## src/verilog/epdbw_pkg.sv

```systemverilog
/*
  Constants for the border-control and RAM X-window command decoder:
  register offsets, opcodes, field positions, reset values and state codes.
  Assumes an AXI4-Lite master with 8-bit byte addresses and 32-bit data.
*/
// Summary of operation
// - Opcode 3C followed by one parameter byte loads the border control setting.
// - Bits 7:6 of that byte pick the border source: transition, fixed, common, open.
// - Bits 5:4 pick the fixed border level: ground, positive one, negative, positive two.
// - Bits 1:0 pick waveform table zero to three for the transition source.
// - After reset the border control setting is C0h, which leaves the output open.
// - Opcode 41 plus one byte selects readback RAM: bit 0 low the 24h RAM, high the 26h RAM.
// - Opcode 44 is followed by four parameter bytes latched as X window bounds.
// - X window start is ten bits from bytes one (low) and two (bits 9:8), reset 000h.
// - X window end is ten bits from bytes three (low) and four (bits 9:8), reset 3BFh.
package epdbw_pkg;
  localparam int unsigned AXI_AW = 8;
  // Register byte offsets
  localparam logic [7:0] OFF_CMD    = 8'h00;
  localparam logic [7:0] OFF_PARAM  = 8'h04;
  localparam logic [7:0] OFF_BORDER = 8'h08;
  localparam logic [7:0] OFF_RAMOPT = 8'h0c;
  localparam logic [7:0] OFF_XWIN   = 8'h10;
  localparam logic [7:0] OFF_STATUS = 8'h14;
  // Opcodes
  localparam logic [7:0] OP_BORDER  = 8'h3c;
  localparam logic [7:0] OP_RAMOPT  = 8'h41;
  localparam logic [7:0] OP_XWIN    = 8'h44;
  // Border byte fields and reserved mask
  localparam int unsigned SRC_LO    = 6;
  localparam int unsigned LVL_LO    = 4;
  localparam int unsigned TBL_LO    = 0;
  localparam logic [7:0] BORDER_MASK = 8'hf3;
  // XWIN read layout: end field position
  localparam int unsigned X_END_POSITION_LO   = 16;
  localparam int unsigned XWIN_PRMS = 4;
  // Reset values
  localparam logic [7:0] BORDER_RST = 8'hc0;
  localparam logic       RAMOPT_RST = 1'b0;
  localparam logic [9:0] X_START_POSITION_RST = 10'h000;
  localparam logic [9:0] X_END_POSITION_RST   = 10'h3bf;
  // AXI responses
  localparam logic [1:0] RESP_OKAY  = 2'h0;
  localparam logic [1:0] RESP_SLVERR = 2'h2;

  typedef enum logic [3:0] {
    ST_IDLE   = 4'h1,
    ST_BORDER = 4'h2,
    ST_RAMOPT = 4'h4,
    ST_XWIN   = 4'h8
  } epdbw_state_e;
endpackage

```

## src/verilog/epdbw_top.sv

```systemverilog
/*
  Command decoder for border control, read-RAM option and RAM X window,
  reached over an AXI4-Lite slave; CMD writes are opcodes, PARAM writes
  are parameter bytes. Assumes one clock, synchronous active-low reset.
*/
// The implementer's own choices: the placing of the registers and the AXI4-Lite slave port.
`timescale 1ns/1ps
module epdbw_top (
  input  wire logic        aclk,
  input  wire logic        aresetn,
  input  wire logic [7:0]  s_axi_awaddr,
  input  wire logic        s_axi_awvalid,
  output logic             s_axi_awready,
  input  wire logic [31:0] s_axi_wdata,
  input  wire logic [3:0]  s_axi_wstrb,
  input  wire logic        s_axi_wvalid,
  output logic             s_axi_wready,
  output logic [1:0]       s_axi_bresp,
  output logic             s_axi_bvalid,
  input  wire logic        s_axi_bready,
  input  wire logic [7:0]  s_axi_araddr,
  input  wire logic        s_axi_arvalid,
  output logic             s_axi_arready,
  output logic [31:0]      s_axi_rdata,
  output logic [1:0]       s_axi_rresp,
  output logic             s_axi_rvalid,
  input  wire logic        s_axi_rready,
  output logic [1:0]       border_drive_sel,
  output logic [1:0]       border_fix_level,
  output logic [1:0]       border_table_sel,
  output logic             read_ram_sel,
  output logic [9:0]       x_window_start,
  output logic [9:0]       x_window_end
);

  // Unknown opcodes park the sequencer so stray parameters fall away
  function automatic epdbw_pkg::epdbw_state_e op_decode(input logic [7:0] op);
    case (op)
      epdbw_pkg::OP_BORDER: op_decode = epdbw_pkg::ST_BORDER;
      epdbw_pkg::OP_RAMOPT: op_decode = epdbw_pkg::ST_RAMOPT;
      epdbw_pkg::OP_XWIN:   op_decode = epdbw_pkg::ST_XWIN;
      default:              op_decode = epdbw_pkg::ST_IDLE;
    endcase
  endfunction

  function automatic logic [7:0] word_addr(input logic [7:0] a);
    word_addr = {a[7:2], 2'b00};
  endfunction

  logic                      aw_hold_q;
  logic                      w_hold_q;
  logic [7:0]                awaddr_q;
  logic [7:0]                wdata_q;
  logic                      wstrb0_q;
  logic                      awready_q;
  logic                      wready_q;
  logic                      bvalid_q;
  logic [1:0]                bresp_q;
  logic                      arready_q;
  logic                      rvalid_q;
  logic [31:0]               rdata_q;
  logic [1:0]                rresp_q;
  logic [7:0]                border_q;
  logic                      ramopt_q;
  logic [9:0]                x_start_position_q;
  logic [9:0]                x_end_position_q;
  epdbw_pkg::epdbw_state_e   state_q;
  epdbw_pkg::epdbw_state_e   state_d;
  logic [2:0]                idx_q;
  logic [2:0]                idx_d;

  // Write path decode
  wire        wr_fire  = aw_hold_q & w_hold_q & ~bvalid_q;
  wire [7:0]  wr_addr  = word_addr(awaddr_q);
  wire        wr_ok    = (wr_addr == epdbw_pkg::OFF_CMD) | (wr_addr == epdbw_pkg::OFF_PARAM);
  wire        cmd_stb  = wr_fire & wstrb0_q & (wr_addr == epdbw_pkg::OFF_CMD);
  wire        prm_stb  = wr_fire & wstrb0_q & (wr_addr == epdbw_pkg::OFF_PARAM);
  wire        aw_take  = s_axi_awvalid & awready_q;
  wire        w_take   = s_axi_wvalid & wready_q;
  wire        b_done   = bvalid_q & s_axi_bready;
  wire        ar_take  = s_axi_arvalid & arready_q;
  wire        r_done   = rvalid_q & s_axi_rready;

  // Parameter sequencing
  wire        prm_live = prm_stb & (state_q != epdbw_pkg::ST_IDLE);
  wire        prm_last = (state_q == epdbw_pkg::ST_BORDER) | (state_q == epdbw_pkg::ST_RAMOPT) |
                         ((state_q == epdbw_pkg::ST_XWIN) &&
                          (idx_q == 3'(epdbw_pkg::XWIN_PRMS - 1)));
  assign state_d = cmd_stb ? op_decode(wdata_q) :
                   (prm_live & prm_last) ? epdbw_pkg::ST_IDLE : state_q;
  assign idx_d   = cmd_stb ? 3'h0 : prm_live ? idx_q + 3'h1 : idx_q;

  wire        ld_border = prm_live & (state_q == epdbw_pkg::ST_BORDER);
  wire        ld_ramopt = prm_live & (state_q == epdbw_pkg::ST_RAMOPT);
  wire        ld_xwin   = prm_live & (state_q == epdbw_pkg::ST_XWIN);

  // Read decode
  wire [7:0]  rd_addr  = word_addr(s_axi_araddr);
  wire        rd_ok    = rd_addr <= epdbw_pkg::OFF_STATUS;
  wire [31:0] rd_mux   =
    (rd_addr == epdbw_pkg::OFF_BORDER) ? {24'h0, border_q} :
    (rd_addr == epdbw_pkg::OFF_RAMOPT) ? {31'h0, ramopt_q} :
    (rd_addr == epdbw_pkg::OFF_XWIN)   ? {6'h0, x_end_position_q, 6'h0, x_start_position_q} :
    (rd_addr == epdbw_pkg::OFF_STATUS) ? {25'h0, idx_q, state_q} : 32'h0;

  // AXI write channels
  // Ready stays low until the response is taken: one write at a time
  always_ff @(posedge aclk) begin
    if (!aresetn) begin
      aw_hold_q <= 1'b0;
      w_hold_q  <= 1'b0;
      awready_q <= 1'b1;
      wready_q  <= 1'b1;
      bvalid_q  <= 1'b0;
      bresp_q   <= epdbw_pkg::RESP_OKAY;
      awaddr_q  <= 8'h00;
      wdata_q   <= 8'h00;
      wstrb0_q  <= 1'b0;
    end else begin
      if (aw_take) begin
        aw_hold_q <= 1'b1;
        awready_q <= 1'b0;
        awaddr_q  <= s_axi_awaddr;
      end
      if (w_take) begin
        w_hold_q <= 1'b1;
        wready_q <= 1'b0;
        wdata_q  <= s_axi_wdata[7:0];
        wstrb0_q <= s_axi_wstrb[0];
      end
      if (wr_fire) begin
        bvalid_q  <= 1'b1;
        bresp_q   <= wr_ok ? epdbw_pkg::RESP_OKAY : epdbw_pkg::RESP_SLVERR;
        aw_hold_q <= 1'b0;
        w_hold_q  <= 1'b0;
      end
      if (b_done) begin
        bvalid_q  <= 1'b0;
        awready_q <= 1'b1;
        wready_q  <= 1'b1;
      end
    end
  end

  // AXI read channels
  // Arready returns with the response handshake
  always_ff @(posedge aclk) begin
    if (!aresetn) begin
      arready_q <= 1'b1;
      rvalid_q  <= 1'b0;
      rdata_q   <= 32'h0;
      rresp_q   <= epdbw_pkg::RESP_OKAY;
    end else if (ar_take) begin
      arready_q <= 1'b0;
      rvalid_q  <= 1'b1;
      rdata_q   <= rd_ok ? rd_mux : 32'h0;
      rresp_q   <= rd_ok ? epdbw_pkg::RESP_OKAY : epdbw_pkg::RESP_SLVERR;
    end else if (r_done) begin
      arready_q <= 1'b1;
      rvalid_q  <= 1'b0;
    end
  end

  // Command sequencer
  always_ff @(posedge aclk) begin
    if (!aresetn) begin
      state_q <= epdbw_pkg::ST_IDLE;
      idx_q   <= 3'h0;
    end else begin
      state_q <= state_d;
      idx_q   <= idx_d;
    end
  end

  // Settings latched from parameter bytes
  // Window bytes land one at a time, in arrival order
  always_ff @(posedge aclk) begin
    if (!aresetn) begin
      border_q <= epdbw_pkg::BORDER_RST;
      ramopt_q <= epdbw_pkg::RAMOPT_RST;
      x_start_position_q <= epdbw_pkg::X_START_POSITION_RST;
      x_end_position_q   <= epdbw_pkg::X_END_POSITION_RST;
    end else begin
      if (ld_border)
        border_q <= wdata_q & epdbw_pkg::BORDER_MASK;
      if (ld_ramopt)
        ramopt_q <= wdata_q[0];
      if (ld_xwin) begin
        case (idx_q)
          3'h0:    x_start_position_q[7:0] <= wdata_q;
          3'h1:    x_start_position_q[9:8] <= wdata_q[1:0];
          3'h2:    x_end_position_q[7:0]   <= wdata_q;
          3'h3:    x_end_position_q[9:8]   <= wdata_q[1:0];
          default: x_end_position_q        <= x_end_position_q;
        endcase
      end
    end
  end

  assign s_axi_awready    = awready_q;
  assign s_axi_wready     = wready_q;
  assign s_axi_bvalid     = bvalid_q;
  assign s_axi_bresp      = bresp_q;
  assign s_axi_arready    = arready_q;
  assign s_axi_rvalid     = rvalid_q;
  assign s_axi_rdata      = rdata_q;
  assign s_axi_rresp      = rresp_q;
  assign border_drive_sel = border_q[epdbw_pkg::SRC_LO +: 2];
  assign border_fix_level = border_q[epdbw_pkg::LVL_LO +: 2];
  assign border_table_sel = border_q[epdbw_pkg::TBL_LO +: 2];
  assign read_ram_sel     = ramopt_q;
  assign x_window_start   = x_start_position_q;
  assign x_window_end     = x_end_position_q;
endmodule // epdbw_top

```

## config.mk

```make
export PLATFORM = sky130hd
export DESIGN_NAME = epdbw_top
export DESIGN_NICKNAME = d
export VERILOG_FILES = /design/src/verilog/epdbw_pkg.sv /design/src/verilog/epdbw_top.sv
export SDC_FILE = /design/constraint.sdc
export NUM_CORES = 1
export LEC_CHECK = 0
export BUFFER_PORTS_ARGS = -buffer_cell sky130_fd_sc_hd__buf_4
export CAP_MARGIN = 20
export CORE_MARGIN = 1
export CORE_UTILIZATION = 44
export CTS_CLUSTER_SIZE = 20
export DETAILED_ROUTE_END_ITERATION = 10
export MAX_ROUTING_LAYER = met4
export PLACE_DENSITY = 0.75
export SYNTH_ARGS = -nofsm -noshare
export SYNTH_HDL_FRONTEND = slang
export SYNTH_SLANG_ARGS = --single-unit
```

## constraint.sdc

```tcl
create_clock -name aclk -period 1.65 [get_ports aclk]
set_clock_uncertainty 0.15 [all_clocks]
set_input_delay 0.2475 -clock aclk [delete_from_list [all_inputs] [get_ports aclk]]
set_output_delay 0.2475 -clock aclk [all_outputs]
set_load 0.05 [all_outputs]
```

# [Word level (Yosys, flattened, before mapping)]
# Index checks and enable logic that the tools add are counted.
[word_totals] reg_bits=94 latchBits=0 ram_bits=0 rom_bits=0 in_bits=59 output_inout_bits=68 elab_cells=84 memories=0
[classes] addsub=1 mul=0 div_mod_pow=0 n_lt_le_gt_ge=1 eq_ne=15 shifts=0 muxes=14 bitwise_logic=20 reduce_logical=12
[op_table] op="26-bit 2-to-1 mux" n=4
[op_table] op="8-bit by 7-bit == test with 1-bit output, second input constant" n=2
[op_table] op="1-bit AND" n=15
[op_table] op="6-bit by 2-bit == test with 1-bit output, second input constant" n=2
[op_table] op="6-bit by 3-bit == test with 1-bit output, second input constant" n=2
[op_table] op="4-bit case mux with 3 select lines" n=1
[op_table] op="8-bit by 6-bit == test with 1-bit output, second input constant" n=1
[op_table] op="8-bit by 5-bit less-or-equal comparator with 1-bit output, second input constant" n=1
[op_table] op="8-bit logical NOT" n=1
[op_table] op="4-bit 2-to-1 mux" n=2
[op_table] op="2-bit AND reduction" n=4
[op_table] op="7-bit 2-to-1 mux" n=1
[op_table] op="3-bit by 2-bit == test with 1-bit output, second input constant" n=2
[op_table] op="6-bit by 1-bit == test with 1-bit output, second input constant" n=1
[op_table] op="2-bit OR reduction" n=3
[op_table] op="4-bit by 2-bit == test with 1-bit output, second input constant" n=1
[op_table] op="4-bit by 3-bit == test with 1-bit output, second input constant" n=1
[op_table] op="4-bit == test, second input constant" n=1
[op_table] op="1-bit 2-to-1 mux" n=4
[op_table] op="2-bit 2-to-1 mux" n=2
[op_table] op="4-bit by 1-bit inequality test with 1-bit output, second input constant" n=1
[op_table] op="2-bit nonzero test" n=2
[op_table] op="3-bit by 1-bit adder with 3-bit output, second input constant" n=1
[op_table] op="3-bit by 1-bit == test with 1-bit output, second input constant" n=1
[op_table] op="4 further kinds" n=7

# [Depth between registers and ports, before layout]
# Gate-level depths: netlist of the first run.
[depth] word_depth=8 depth_mapped=7 ltp_nobuf=6

# [Worst setup path after synthesis of the first run]
# Ideal clock, no wire load.
[synth_timing] path_kind="flip-flop to flip-flop" startpoint="reg bvalid_q, in the netlist s_axi_bvalid" endpoint="reg x_end_position_q[0], in the netlist x_window_end[0]" setup_ps=120 arrival_time_ps=1815 required_time_ps=1380 setup_slack_ps=-435 path_stages_with_launch=8 path_buffers=3 period_less_slack_ps=2085 path_cell_list="dfxtp_1 > and3b_1 > buf_6 > and4b_1 > buf_6 > and3_1 > buf_6 > o31a_1"
[synth_via] elab_chain_cells=7
[synth_rtl] item="from (decl)" line_no="epdbw_top.sv:57" rtl="logic bvalid_q;"
[synth_rtl] item="from (signal assigned)" line_no="epdbw_top.sv:114" rtl="bvalid_q <= 1'b0;"
[synth_rtl] item="from (signal assigned)" line_no="epdbw_top.sv:132" rtl="bvalid_q <= 1'b1;"
[synth_rtl] item="from (signal assigned)" line_no="epdbw_top.sv:138" rtl="bvalid_q <= 1'b0;"
[synth_rtl] item="1-bit inverter" line_no="epdbw_top.sv:73" rtl="wire wr_fire = aw_hold_q & w_hold_q & ~bvalid_q;"
[synth_rtl] item="1-bit AND" line_no="epdbw_top.sv:73"
[synth_rtl] item="1-bit AND (2 in series)" line_no="epdbw_top.sv:77" rtl="wire prm_stb = wr_fire & wstrb0_q & (wr_addr == epdbw_pkg::OFF_PARAM);"
[synth_rtl] item="1-bit AND" line_no="epdbw_top.sv:85" rtl="wire prm_live = prm_stb & (state_q != epdbw_pkg::ST_IDLE);"
[synth_rtl] item="1-bit AND" line_no="epdbw_top.sv:95" rtl="wire ld_xwin = prm_live & (state_q == epdbw_pkg::ST_XWIN);"
[synth_rtl] item="2-bit AND reduction (no source line)"
[synth_rtl] item="to (signal assigned)" line_no="epdbw_top.sv:182" rtl="x_end_position_q <= epdbw_pkg::X_END_POSITION_RST;"
[synth_rtl] item="to (signal assigned)" line_no="epdbw_top.sv:192" rtl="3'h2: x_end_position_q[7:0] <= wdata_q;"
[synth_rtl] item="to (signal assigned)" line_no="epdbw_top.sv:194" rtl="default: x_end_position_q <= x_end_position_q;"
[synth_rtl] item="to (decl)" line_no="epdbw_top.sv:66" rtl="logic [9:0] x_end_position_q;"
# No other way between the ends.
# A chain may end at the register's enable or synchronous reset.

# [Final worst setup path of the first run]
[layout_timing] startpoint="reg awaddr_q[4]" endpoint="reg border_q[0]"
[layout_via] elab_chain_cells=4
[layout_rtl] item="from (decl)" line_no="epdbw_top.sv:52" rtl="logic [7:0] awaddr_q;"
[layout_rtl] item="from (signal assigned)" line_no="epdbw_top.sv:123" rtl="awaddr_q <= s_axi_awaddr;"
[layout_rtl] item="6-bit by 1-bit == test with 1-bit output" line_no="epdbw_top.sv:77"
[layout_rtl] item="1-bit AND" line_no="epdbw_top.sv:77"
[layout_rtl] item="1-bit AND" line_no="epdbw_top.sv:85"
[layout_rtl] item="1-bit AND" line_no="epdbw_top.sv:93" rtl="wire ld_border = prm_live & (state_q == epdbw_pkg::ST_BORDER);"
[layout_rtl] item="to (signal assigned)" line_no="epdbw_top.sv:179" rtl="border_q <= epdbw_pkg::BORDER_RST;"
[layout_rtl] item="to (signal assigned)" line_no="epdbw_top.sv:185" rtl="border_q <= wdata_q & epdbw_pkg::BORDER_MASK;"
[layout_rtl] item="to (decl)" line_no="epdbw_top.sv:63" rtl="logic [7:0] border_q;"
# No other way between the ends.

==> results of run 1 <==
-- kinds of logic after synthesis --
group / Yosys count / share of synthesized area
compound gates: 75 / 0.150
xor+xnor: 1 / 0.00257
fa+ha+maj: 5 / 0.0183
buf+inv: 52 / 0.0880
flops: 78 / 0.458
mux: 22 / 0.0653
other cells: 1 / 0.00110
simple gates: 152 / 0.217
-- state kept, by name, summed over array words and instances (netlist names), 3 cells and up --
name,flops
awaddr_q,6
border_q,6
idx_q,3
s_axi_rdata,20
state_q,4
wdata_q,8
x_window_end,10
x_window_start,10
-- synthesized netlist by cell type, types with 3 or more instances --
master     count
a21oi_1       21
nand3_1       16
buf_2          3
a2bb2oi_1      3
nand2b_1       7
a22o_1         3
clkbuf_1      16
o21ai_1        4
o31a_1         7
a22oi_1       16
o21ai_0        6
nor4_1         3
nor2_1        35
dfxtp_1       78
inv_1          9
buf_6          5
buf_4         17
ha_1           5
and3_1         4
nand4_1       11
nand2_1       59
mux2i_1       20
-- metrics by stage --
| step | area [um^2] | util | power (W) | TNS (ns) |
|---|---|---|---|---|
| after global routing | 4620 | 0.627 | 0.00427 | -4.08 |
| after CTS | 4560 | 0.619 | 0.00415 | -1.42 |
| after global placement | 4190 | 0.569 | 0.00239 | -2.74 |
| after floorplan | 3470 | - | 0.00228 | -2.31 |
| after detailed placement | 4190 | 0.569 | 0.00240 | -3.11 |
| final | 4620 | 0.627 | 0.00412 | -1.75 |
-- path summary, 6_finish.rpt --
path | start | endpoint | slack [ns] | cells past startpoint
setup / recovery | awaddr_q[4] | border_q[0] | -0.13 | 5
hold / removal | s_axi_bready | s_axi_wready | -0.0002 | 3
setup reg to reg | awaddr_q[4] | border_q[0] | -0.13 | 5
hold reg to reg | s_axi_rdata[4] | s_axi_rdata[4] | 0.32 | 2
-- final cells by class --
class	instances	area (um^2)
fillers	659	2750
clock buffers	10	138
clock inverters	6	109
repair buffers	121	987
multi-input cells	269	1660
flip-flops and latches	78	1570
inverters	9	33.8
well taps	99	124
-- worst max-delay path, stage by stage, from the launching register on --
cell and delay (ns):
dfxtp_2 0.34, nor4_4 0.28, and4b_2 0.35, and4b_1 0.28, buf_4 0.16, mux2i_1 0.16
-- power breakdown --
part	internal [W]	switching [W]	total (W)
registers	0.00192	0.0000412	0.00196
logic	0.000155	0.000270	0.000425
clock network	0.00104	0.000693	0.00174
total	0.00312	0.00100	0.00412
-- metal layers --
layer / track usage / up-vias
li1: - / 1535
met1: 0.278 / 1453
met2: 0.351 / 114
met3: 0.0592 / 6
met4: 0.0699 / 0
met5: - / -
-- what timing repair did --
action                     in CTS  in global routing
setup buffers                   1                  1
hold endpoints to repair        8                  0
pin swaps                       5                  5
resized for setup               7                 11
hold buffers                    9                  0
setup endpoints to repair      31                 33
==> results.tsv, run 1 <==
stage	metric	value	unit
layout	most frequent cells in the layout	buf_4, dfxtp_1, nand2_1	
critical_path	startpoint types	flop	
route	top sig layer	met4	
route	DRT met1 WL	3870	um
route	wire length on met3	557	um
sta	Highest Clock Rate	0.562	GHz
floorplan	Starting Density	0.463	
global_routing	aggregate global routing overflow	0	
route	Initial DRT Pass Iterations	5	
synth	sequential-to-total area share from yosys stat	0.458	
layout	layout net count	552	
placed_design	DP Wirelength	6210	um
floorplan	std cell rows	31	
route	vias	3108	
placed_design	port buffer count	81	
power	static leakage	1.91	nW
clocking	CTS tree	built	
floorplan	Chip Width	90.1	um
route	drc violations	0	
power	Peak supply drop	0.476	mV
synth	Netlist cell types	47	
clocking	Inserted Clock Buffers	9	
job	max-cap violations	0	
clocking	CTS sink count	78	
synth	area leader, netlist	dfxtp_1	
floorplan	Die ar.	0.00811	mm^2
global_routing	antenna violations before repair	0	
layout	ANT cells	0	
outcome	failing checks	negative hold slack, negative setup slack	
clocking	clock latency on the worst-skew pair	0.35	ns
critical_path	Max FO, Critical Path	5	
sta	final period utilization	1.08	
clocking	CTS root buf	clkbuf_8	
route	starting DRC count in detailed routing	174	
layout	synthesis-to-finish area growth	35.5	%
floorplan	core region area	0.00737	mm^2
sta	final hold violations	1	
layout	non-filler cells, final	592	
clocking	# H-tree levels	3	
placed_design	gp weighted congestion	0.849	
route	Detail Route Antenna Nets	0	
sta	Slew Limit Fails	0	
critical_path	CP Capture Type	flop	
min_path	Hold/Removal Path Class	input port to flop	
critical_path	CP Class	flop to flop	
global_routing	first-pass GRT wire length	14200	um
route	WL final	8560	um
synth	Post-Syn Instances	386	
synth	top_reg_cell synth	dfxtp_1	
synth	Post-synth EDFFs	0	
placed_design	post-place setup slack	-0.162	ns
route	routed len/inst	14.5	um
synth	FFs w/ async S/R, synth	0	
synth	area of the mapped netlist	0.00341	mm^2
synth	top cell type's share of synthesized area	0.458	
synth	Ys Warns	0	
route	routed vias/inst	5.25	
sta	Tmin final	1.78	ns
critical_path	WP data required	1.79	ns
clocking	clock buffer depth	2	
layout	share of layout cells above drive strength 1	0.296	
sta	RSZ-0062 raised after global routing	true	
synth	Synth Area per Inst	8.84	um^2
critical_path	Critical Path AT	1.91	ns
sta	# setup viols final	28	
global_routing	largest net degree at the start of global routing	45	
synth	Synth area leaders	dfxtp_1, nand2_1, mux2i_1	
power	Pwr Density	891	mW/mm^2
placed_design	Placed Cells	565	
sta	hold slack	-0.000239	ns
floorplan	io pins	127	
outcome	status	finished with violations	
global_routing	vias in the first global route	3004	
floorplan	Die Height	90.1	um
layout	commonest non-fill, non-tap cell in the layout	buf_4	
global_routing	GRT Total Usage	0.222	
route	met2 WL	4060	um
sta	fin worst setup slack	-0.129	ns
synth	register bit total from synthesis	78	
clocking	clk slew on worst S/H paths	0.08	ns
Power figures use the tool's default switching activity.
==> run 2, diff against run 1 <==
--- a/config.mk
+++ b/config.mk
@@ -13,6 +13,7 @@
 export DETAILED_ROUTE_END_ITERATION = 10
 export MAX_ROUTING_LAYER = met4
 export PLACE_DENSITY = 0.75
+export SKIP_CTS_REPAIR_TIMING = 1
 export SYNTH_ARGS = -nofsm -noshare
 export SYNTH_HDL_FRONTEND = slang
 export SYNTH_SLANG_ARGS = --single-unit
==> run 2 against run 1 <==
- the flow finishes with violations (negative setup slack)
- critical endpoint is now border_q[6]
- global-route usage is 0.54 points lower
- largest power group unchanged
- critical path depth stayed put
- power is 0.12% lower
- combinational power is 3% lower
==> results.tsv, run 2 (same netlist as run 1, synthesis figures left out) <==
stage	metric	value	unit	change
layout	most frequent cells in the layout	buf_4, dfxtp_1, nand2_1		unchanged
global_routing	GRT Total Usage	0.217		was 0.222
outcome	status	finished with violations		unchanged
clocking	CTS tree	built		unchanged
route	Detail Route Antenna Nets	0		unchanged
critical_path	WP data required	1.77	ns	was 1.79 ns
layout	ANT cells	0		unchanged
sta	final period utilization	1.09		was 1.08
layout	max reg flops	20		unchanged
layout	synthesis-to-finish area growth	33.8	%	was 35.5%
sta	RSZ-0062 raised after global routing	true		unchanged
placed_design	post-place setup slack	-0.162	ns	unchanged
clocking	Inserted Clock Buffers	9		unchanged
job	max-cap violations	0		unchanged
placed_design	DP Wirelength	6210	um	unchanged
layout	commonest non-fill, non-tap cell in the layout	buf_4		unchanged
power	Power Total	0.00412	W	about the same
sta	fin worst setup slack	-0.152	ns	was -0.129 ns
outcome	failing checks	negative setup slack		was negative hold slack, negative setup slack
layout	Fillers	664		was 659
clocking	clock buffer depth	2		unchanged
placed_design	gp weighted congestion	0.849		unchanged
clocking	CTS sink count	78		unchanged
sta	final hold violations	0		was 1
clocking	CTS root buf	clkbuf_8		unchanged
sta	Highest Clock Rate	0.555	GHz	was 0.562 GHz
route	routed len/inst	14.5	um	about the same
layout	layout net count	546		was 552
critical_path	CP Class	flop to flop		unchanged
layout	post-route cell area	0.00457	mm^2	was 0.00462 mm^2
floorplan	Starting Density	0.463		unchanged
route	Initial DRT Pass Iterations	4		was 5
layout	share of layout cells above drive strength 1	0.296		about the same
floorplan	Die ar.	0.00811	mm^2	unchanged
route	vias	3084		was 3108
sta	Tmin final	1.80	ns	was 1.78 ns
sta	# setup viols final	29		was 28
critical_path	CP Capture Type	flop		unchanged
global_routing	first-pass GRT wire length	13900	um	was 14200 um
power	Pwr Density	902	mW/mm^2	was 891 mW/mm^2
global_routing	aggregate global routing overflow	0		unchanged
clocking	# H-tree levels	3		unchanged
clocking	clk slew on worst S/H paths	0.08	ns	about the same
floorplan	Chip Width	90.1	um	unchanged
critical_path	startpoint types	flop		unchanged
critical_path	Max FO, Critical Path	5		unchanged
clocking	clock latency on the worst-skew pair	0.35	ns	about the same
route	starting DRC count in detailed routing	204		was 174
layout	fin util	0.620		was 0.627
route	routed vias/inst	5.26		was 5.25
floorplan	Die Height	90.1	um	unchanged
power	static leakage	1.88	nW	was 1.91 nW
placed_design	port buffer count	81		unchanged
critical_path	Critical Path AT	1.93	ns	was 1.91 ns
placed_design	DP Area	0.00419	mm^2	unchanged
route	drc violations	0		unchanged
min_path	Hold/Removal Path Class	input port to flop		unchanged
floorplan	core region area	0.00737	mm^2	unchanged
floorplan	std cell rows	31		unchanged
floorplan	io pins	127		unchanged
sta	hold slack	0.000755	ns	was -0.000239 ns
global_routing	largest net degree at the start of global routing	45		unchanged
route	WL final	8490	um	was 8560 um
global_routing	vias in the first global route	2924		was 3004
global_routing	antenna violations before repair	0		unchanged
sta	Slew Limit Fails	0		unchanged
power	Peak supply drop	0.467	mV	was 0.476 mV
## run 2: cell count changes in the layout (fill, tap and decap cells not counted), sizes merged
cell,before,now
dlygate4sd3,9,4
buf,112,111
## run 2: layout make-up
| class | instances | area, um^2 | share of cell area |
|---|---|---|---|
| clock inverter | 6 | 109 | 0.0238 |
| multi-input combinational | 269 | 1660 | 0.363 |
| tap | 99 | 124 | 0.0271 |
| timing repair buffer | 115 | 933 | 0.204 |
| clock buffer | 10 | 138 | 0.0301 |
| sequential | 78 | 1570 | 0.344 |
| inverter | 9 | 33.8 | 0.00740 |
## run 2: report_power, final
part	internal, W	switching [W]
registers	0.00192	0.0000415
logic	0.000147	0.000267
clock network	0.00104	0.000699
## run 2: per-layer routing
metal  global-route usage  vias to the layer above  routed length, um
li1                     -                     1519                  -
met1                0.275                     1443               3970
met2                0.339                      116               3910
met3               0.0592                        6                543
met4               0.0632                        0                 71
met5                    -                        -                  0
## run 2: stage by stage
stage	setup TNS, ns	instances
finish	-1.83	586
global route	-4.07	586
CTS	-3.24	581
detailed placement	-3.11	565
global placement	-2.74	565
floorplan	-2.31	399
## run 2: final timing paths
check	startpoint	slack, ns	depth (start not counted)	to
setup / recovery	awaddr_q[4]	-0.15	5	border_q[6]
hold / removal	s_axi_bready	0.0008	3	s_axi_awready
setup reg to reg	awaddr_q[4]	-0.15	5	border_q[6]
hold reg to reg	s_axi_rdata[4]	0.32	2	s_axi_rdata[4]
## run 2: worst max-delay path, cell delays in order (launching register included)
cell and delay (ns):
dfxtp_2 0.34, nor4_4 0.28, and4b_2 0.35, and4b_1 0.29, buf_6 0.14, mux2i_1 0.18
==> run 3, diff against run 2 <==
--- a/config.mk
+++ b/config.mk
@@ -14,6 +14,7 @@
 export MAX_ROUTING_LAYER = met4
 export PLACE_DENSITY = 0.75
 export SKIP_CTS_REPAIR_TIMING = 1
+export SKIP_LAST_GASP = 1
 export SYNTH_ARGS = -nofsm -noshare
 export SYNTH_HDL_FRONTEND = slang
 export SYNTH_SLANG_ARGS = --single-unit
==> run 3 against run 2 <==
- worst hold slack did not move
- critical path type unchanged
- first-iteration DRC count did not move
- flip-flop and latch count did not move
- the flow still finishes with violations (negative setup slack)
- utilization barely moved
- combinational power barely moved
- final area barely moved
- clock-buffer cell count did not move
- register-to-register slack barely moved
- critical endpoint unchanged
- largest power group unchanged
- via count did not move
- power barely moved
==> results.tsv, run 3 (same netlist as run 1, synthesis figures left out) <==
stage	metric	value	unit	change
outcome	status	finished with violations		unchanged
outcome	failing checks	negative setup slack		unchanged
global_routing	aggregate global routing overflow	0		unchanged
critical_path	cells on worst reg2reg path	5		unchanged
layout	Fillers	664		unchanged
global_routing	met2 usage	0.339		unchanged
route	WL final	8490	um	unchanged
critical_path	Max FO, Critical Path	5		unchanged
placed_design	DP Area	0.00419	mm^2	unchanged
critical_path	flop-to-flop setup slack	-0.15	ns	about the same
critical_path	CP Capture Type	flop		unchanged
power	Peak supply drop	0.467	mV	unchanged
clocking	# H-tree levels	3		unchanged
critical_path	CP Class	flop to flop		unchanged
sta	# setup viols final	29		unchanged
sta	final period utilization	1.09		unchanged
global_routing	first-pass GRT wire length	13900	um	unchanged
critical_path	reg-to-reg startpoint	awaddr_q[4]		unchanged
floorplan	io pins	127		unchanged
power	static leakage	1.88	nW	about the same
floorplan	Starting Density	0.463		unchanged
sta	fin worst setup slack	-0.152	ns	unchanged
power	Reg power frac	0.476		about the same
global_routing	antenna violations before repair	0		unchanged
sta	Tmin final	1.80	ns	unchanged
clocking	CTS root buf	clkbuf_8		unchanged
layout	max reg flops	20		unchanged
layout	most frequent cells in the layout	buf_4, dfxtp_1, nand2_1		unchanged
power	switching share of power	0.245		about the same
sta	RSZ-0062 raised after global routing	true		unchanged
layout	ANT cells	0		unchanged
critical_path	Critical Path AT	1.93	ns	about the same
global_routing	vias in the first global route	2924		unchanged
route	drc violations	0		unchanged
floorplan	Die ar.	0.00811	mm^2	unchanged
layout	layout net count	546		unchanged
power	Comb power frac	0.100		about the same
sta	final hold violations	0		unchanged
layout	share of layout cells above drive strength 1	0.294		was 0.296
global_routing	grt peak-use layer	met2		unchanged
power	part of the power in the clock network	0.423		about the same
route	routed vias/inst	5.26		unchanged
clocking	Inserted Clock Buffers	9		unchanged
layout	post-route cell area	0.00456	mm^2	was 0.00457 mm^2
placed_design	gp weighted congestion	0.849		unchanged
sta	Slew Limit Fails	0		unchanged
critical_path	startpoint types	flop		unchanged
route	Detail Route Antenna Nets	0		unchanged
critical_path	WP data required	1.77	ns	about the same
placed_design	port buffer count	81		unchanged
floorplan	Chip Width	90.1	um	unchanged
clocking	clock latency on the worst-skew pair	0.35	ns	about the same
critical_path	RR Endpoint	border_q[6]		unchanged
power	Power Internal	0.00311	W	about the same
job	max-cap violations	0		unchanged
floorplan	core region area	0.00737	mm^2	unchanged
layout	commonest non-fill, non-tap cell in the layout	buf_4		unchanged
layout	fin util	0.619		was 0.620
sta	hold slack	0.000755	ns	unchanged
global_routing	routing usage on met3	0.0592		unchanged
global_routing	largest net degree at the start of global routing	45		unchanged
min_path	Hold Crit Depth	3		unchanged
route	Initial DRT Pass Iterations	4		unchanged
route	routed len/inst	14.5	um	unchanged
clocking	CTS tree	built		unchanged
floorplan	Die Height	90.1	um	unchanged
global_routing	GR Util met1	0.275		unchanged
power	Pwr Density	902	mW/mm^2	about the same
global_routing	GRT Total Usage	0.217		unchanged
sta	total negative slack	-1.83	ns	about the same
clocking	clock buffer depth	2		unchanged
sta	Highest Clock Rate	0.555	GHz	unchanged
min_path	hold path startpoint	s_axi_bready		unchanged
min_path	Hold/Removal Path Class	input port to flop		unchanged
layout	synthesis-to-finish area growth	33.8	%	about the same
power	NetSw	0.00101	W	unchanged
min_path	Worst Hold Path EP	s_axi_awready		unchanged
clocking	clk slew on worst S/H paths	0.08	ns	about the same
route	vias	3084		unchanged
clocking	CTS sink count	78		unchanged
floorplan	std cell rows	31		unchanged
route	starting DRC count in detailed routing	204		unchanged
placed_design	DP Wirelength	6210	um	unchanged
run 3: cell types whose count changed in the layout (fill, tap and decap cells not counted):
| cell | delta |
|---|---|
| dfxtp_1 | +1 |
| dfxtp_2 | -1 |
run 3: worst max path at each step:
| stage | slack [ns] | end | cells past startpoint | from |
|---|---|---|---|---|
| 2_1_floorplan | -0.17 | x_window_end[0] | 7 | s_axi_bvalid |
| 3_3_place_gp | -0.17 | x_window_end[9] | 6 | awaddr_q[5] |
| 3_5_place_dp | -0.16 | x_window_end[9] | 6 | awaddr_q[5] |
| 4_1_cts | -0.18 | x_window_end[9] | 6 | awaddr_q[5] |
| 5_1_grt | -0.22 | x_window_end[8] | 6 | awaddr_q[4] |
| 6_report | -0.15 | border_q[6] | 5 | awaddr_q[4] |
run 3: power groups by stage:
stage                     combinational, W  clock [W]  sequential, W
final                             0.000413    0.00174        0.00196
after global routing              0.000447    0.00185        0.00197
after CTS                         0.000401    0.00177        0.00196
after detailed placement          0.000400          0        0.00200
after global placement            0.000394          0        0.00200
after floorplan                   0.000253          0        0.00203
run 3: worst max-delay path: stages, from the launching register on:
cell,delay [ns]
dfxtp_2,0.34
nor4_4,0.28
and4b_2,0.35
and4b_1,0.29
buf_6,0.14
mux2i_1,0.18
run 3: cell type report:
cell class              instances  area, um^2  area share
clock buffers                  10         138      0.0302
flip-flops and latches         78        1570       0.344
repair buffers                115         933       0.204
well taps                      99         124      0.0271
inverters                       9        33.8     0.00740
multi-input cells             269        1660       0.363
clock inverters                 6         109      0.0238
run 3: per-layer routing:
layer	wire length, um	vias up	share of wire
li1	-	1519	-
met1	3970	1443	0.47
met3	543	6	0.064
met5	0	-	0
met2	3910	116	0.46
met4	71	0	0.0084
run 3: through the flow:
step | setup slack [ns] | total power (W) | instances
after floorplan | -0.166 | 0.00228 | 399
after global placement | -0.173 | 0.00239 | 565
after detailed placement | -0.162 | 0.00240 | 565
after CTS | -0.179 | 0.00412 | 581
after global routing | -0.219 | 0.00426 | 586
final | -0.152 | 0.00412 | 586
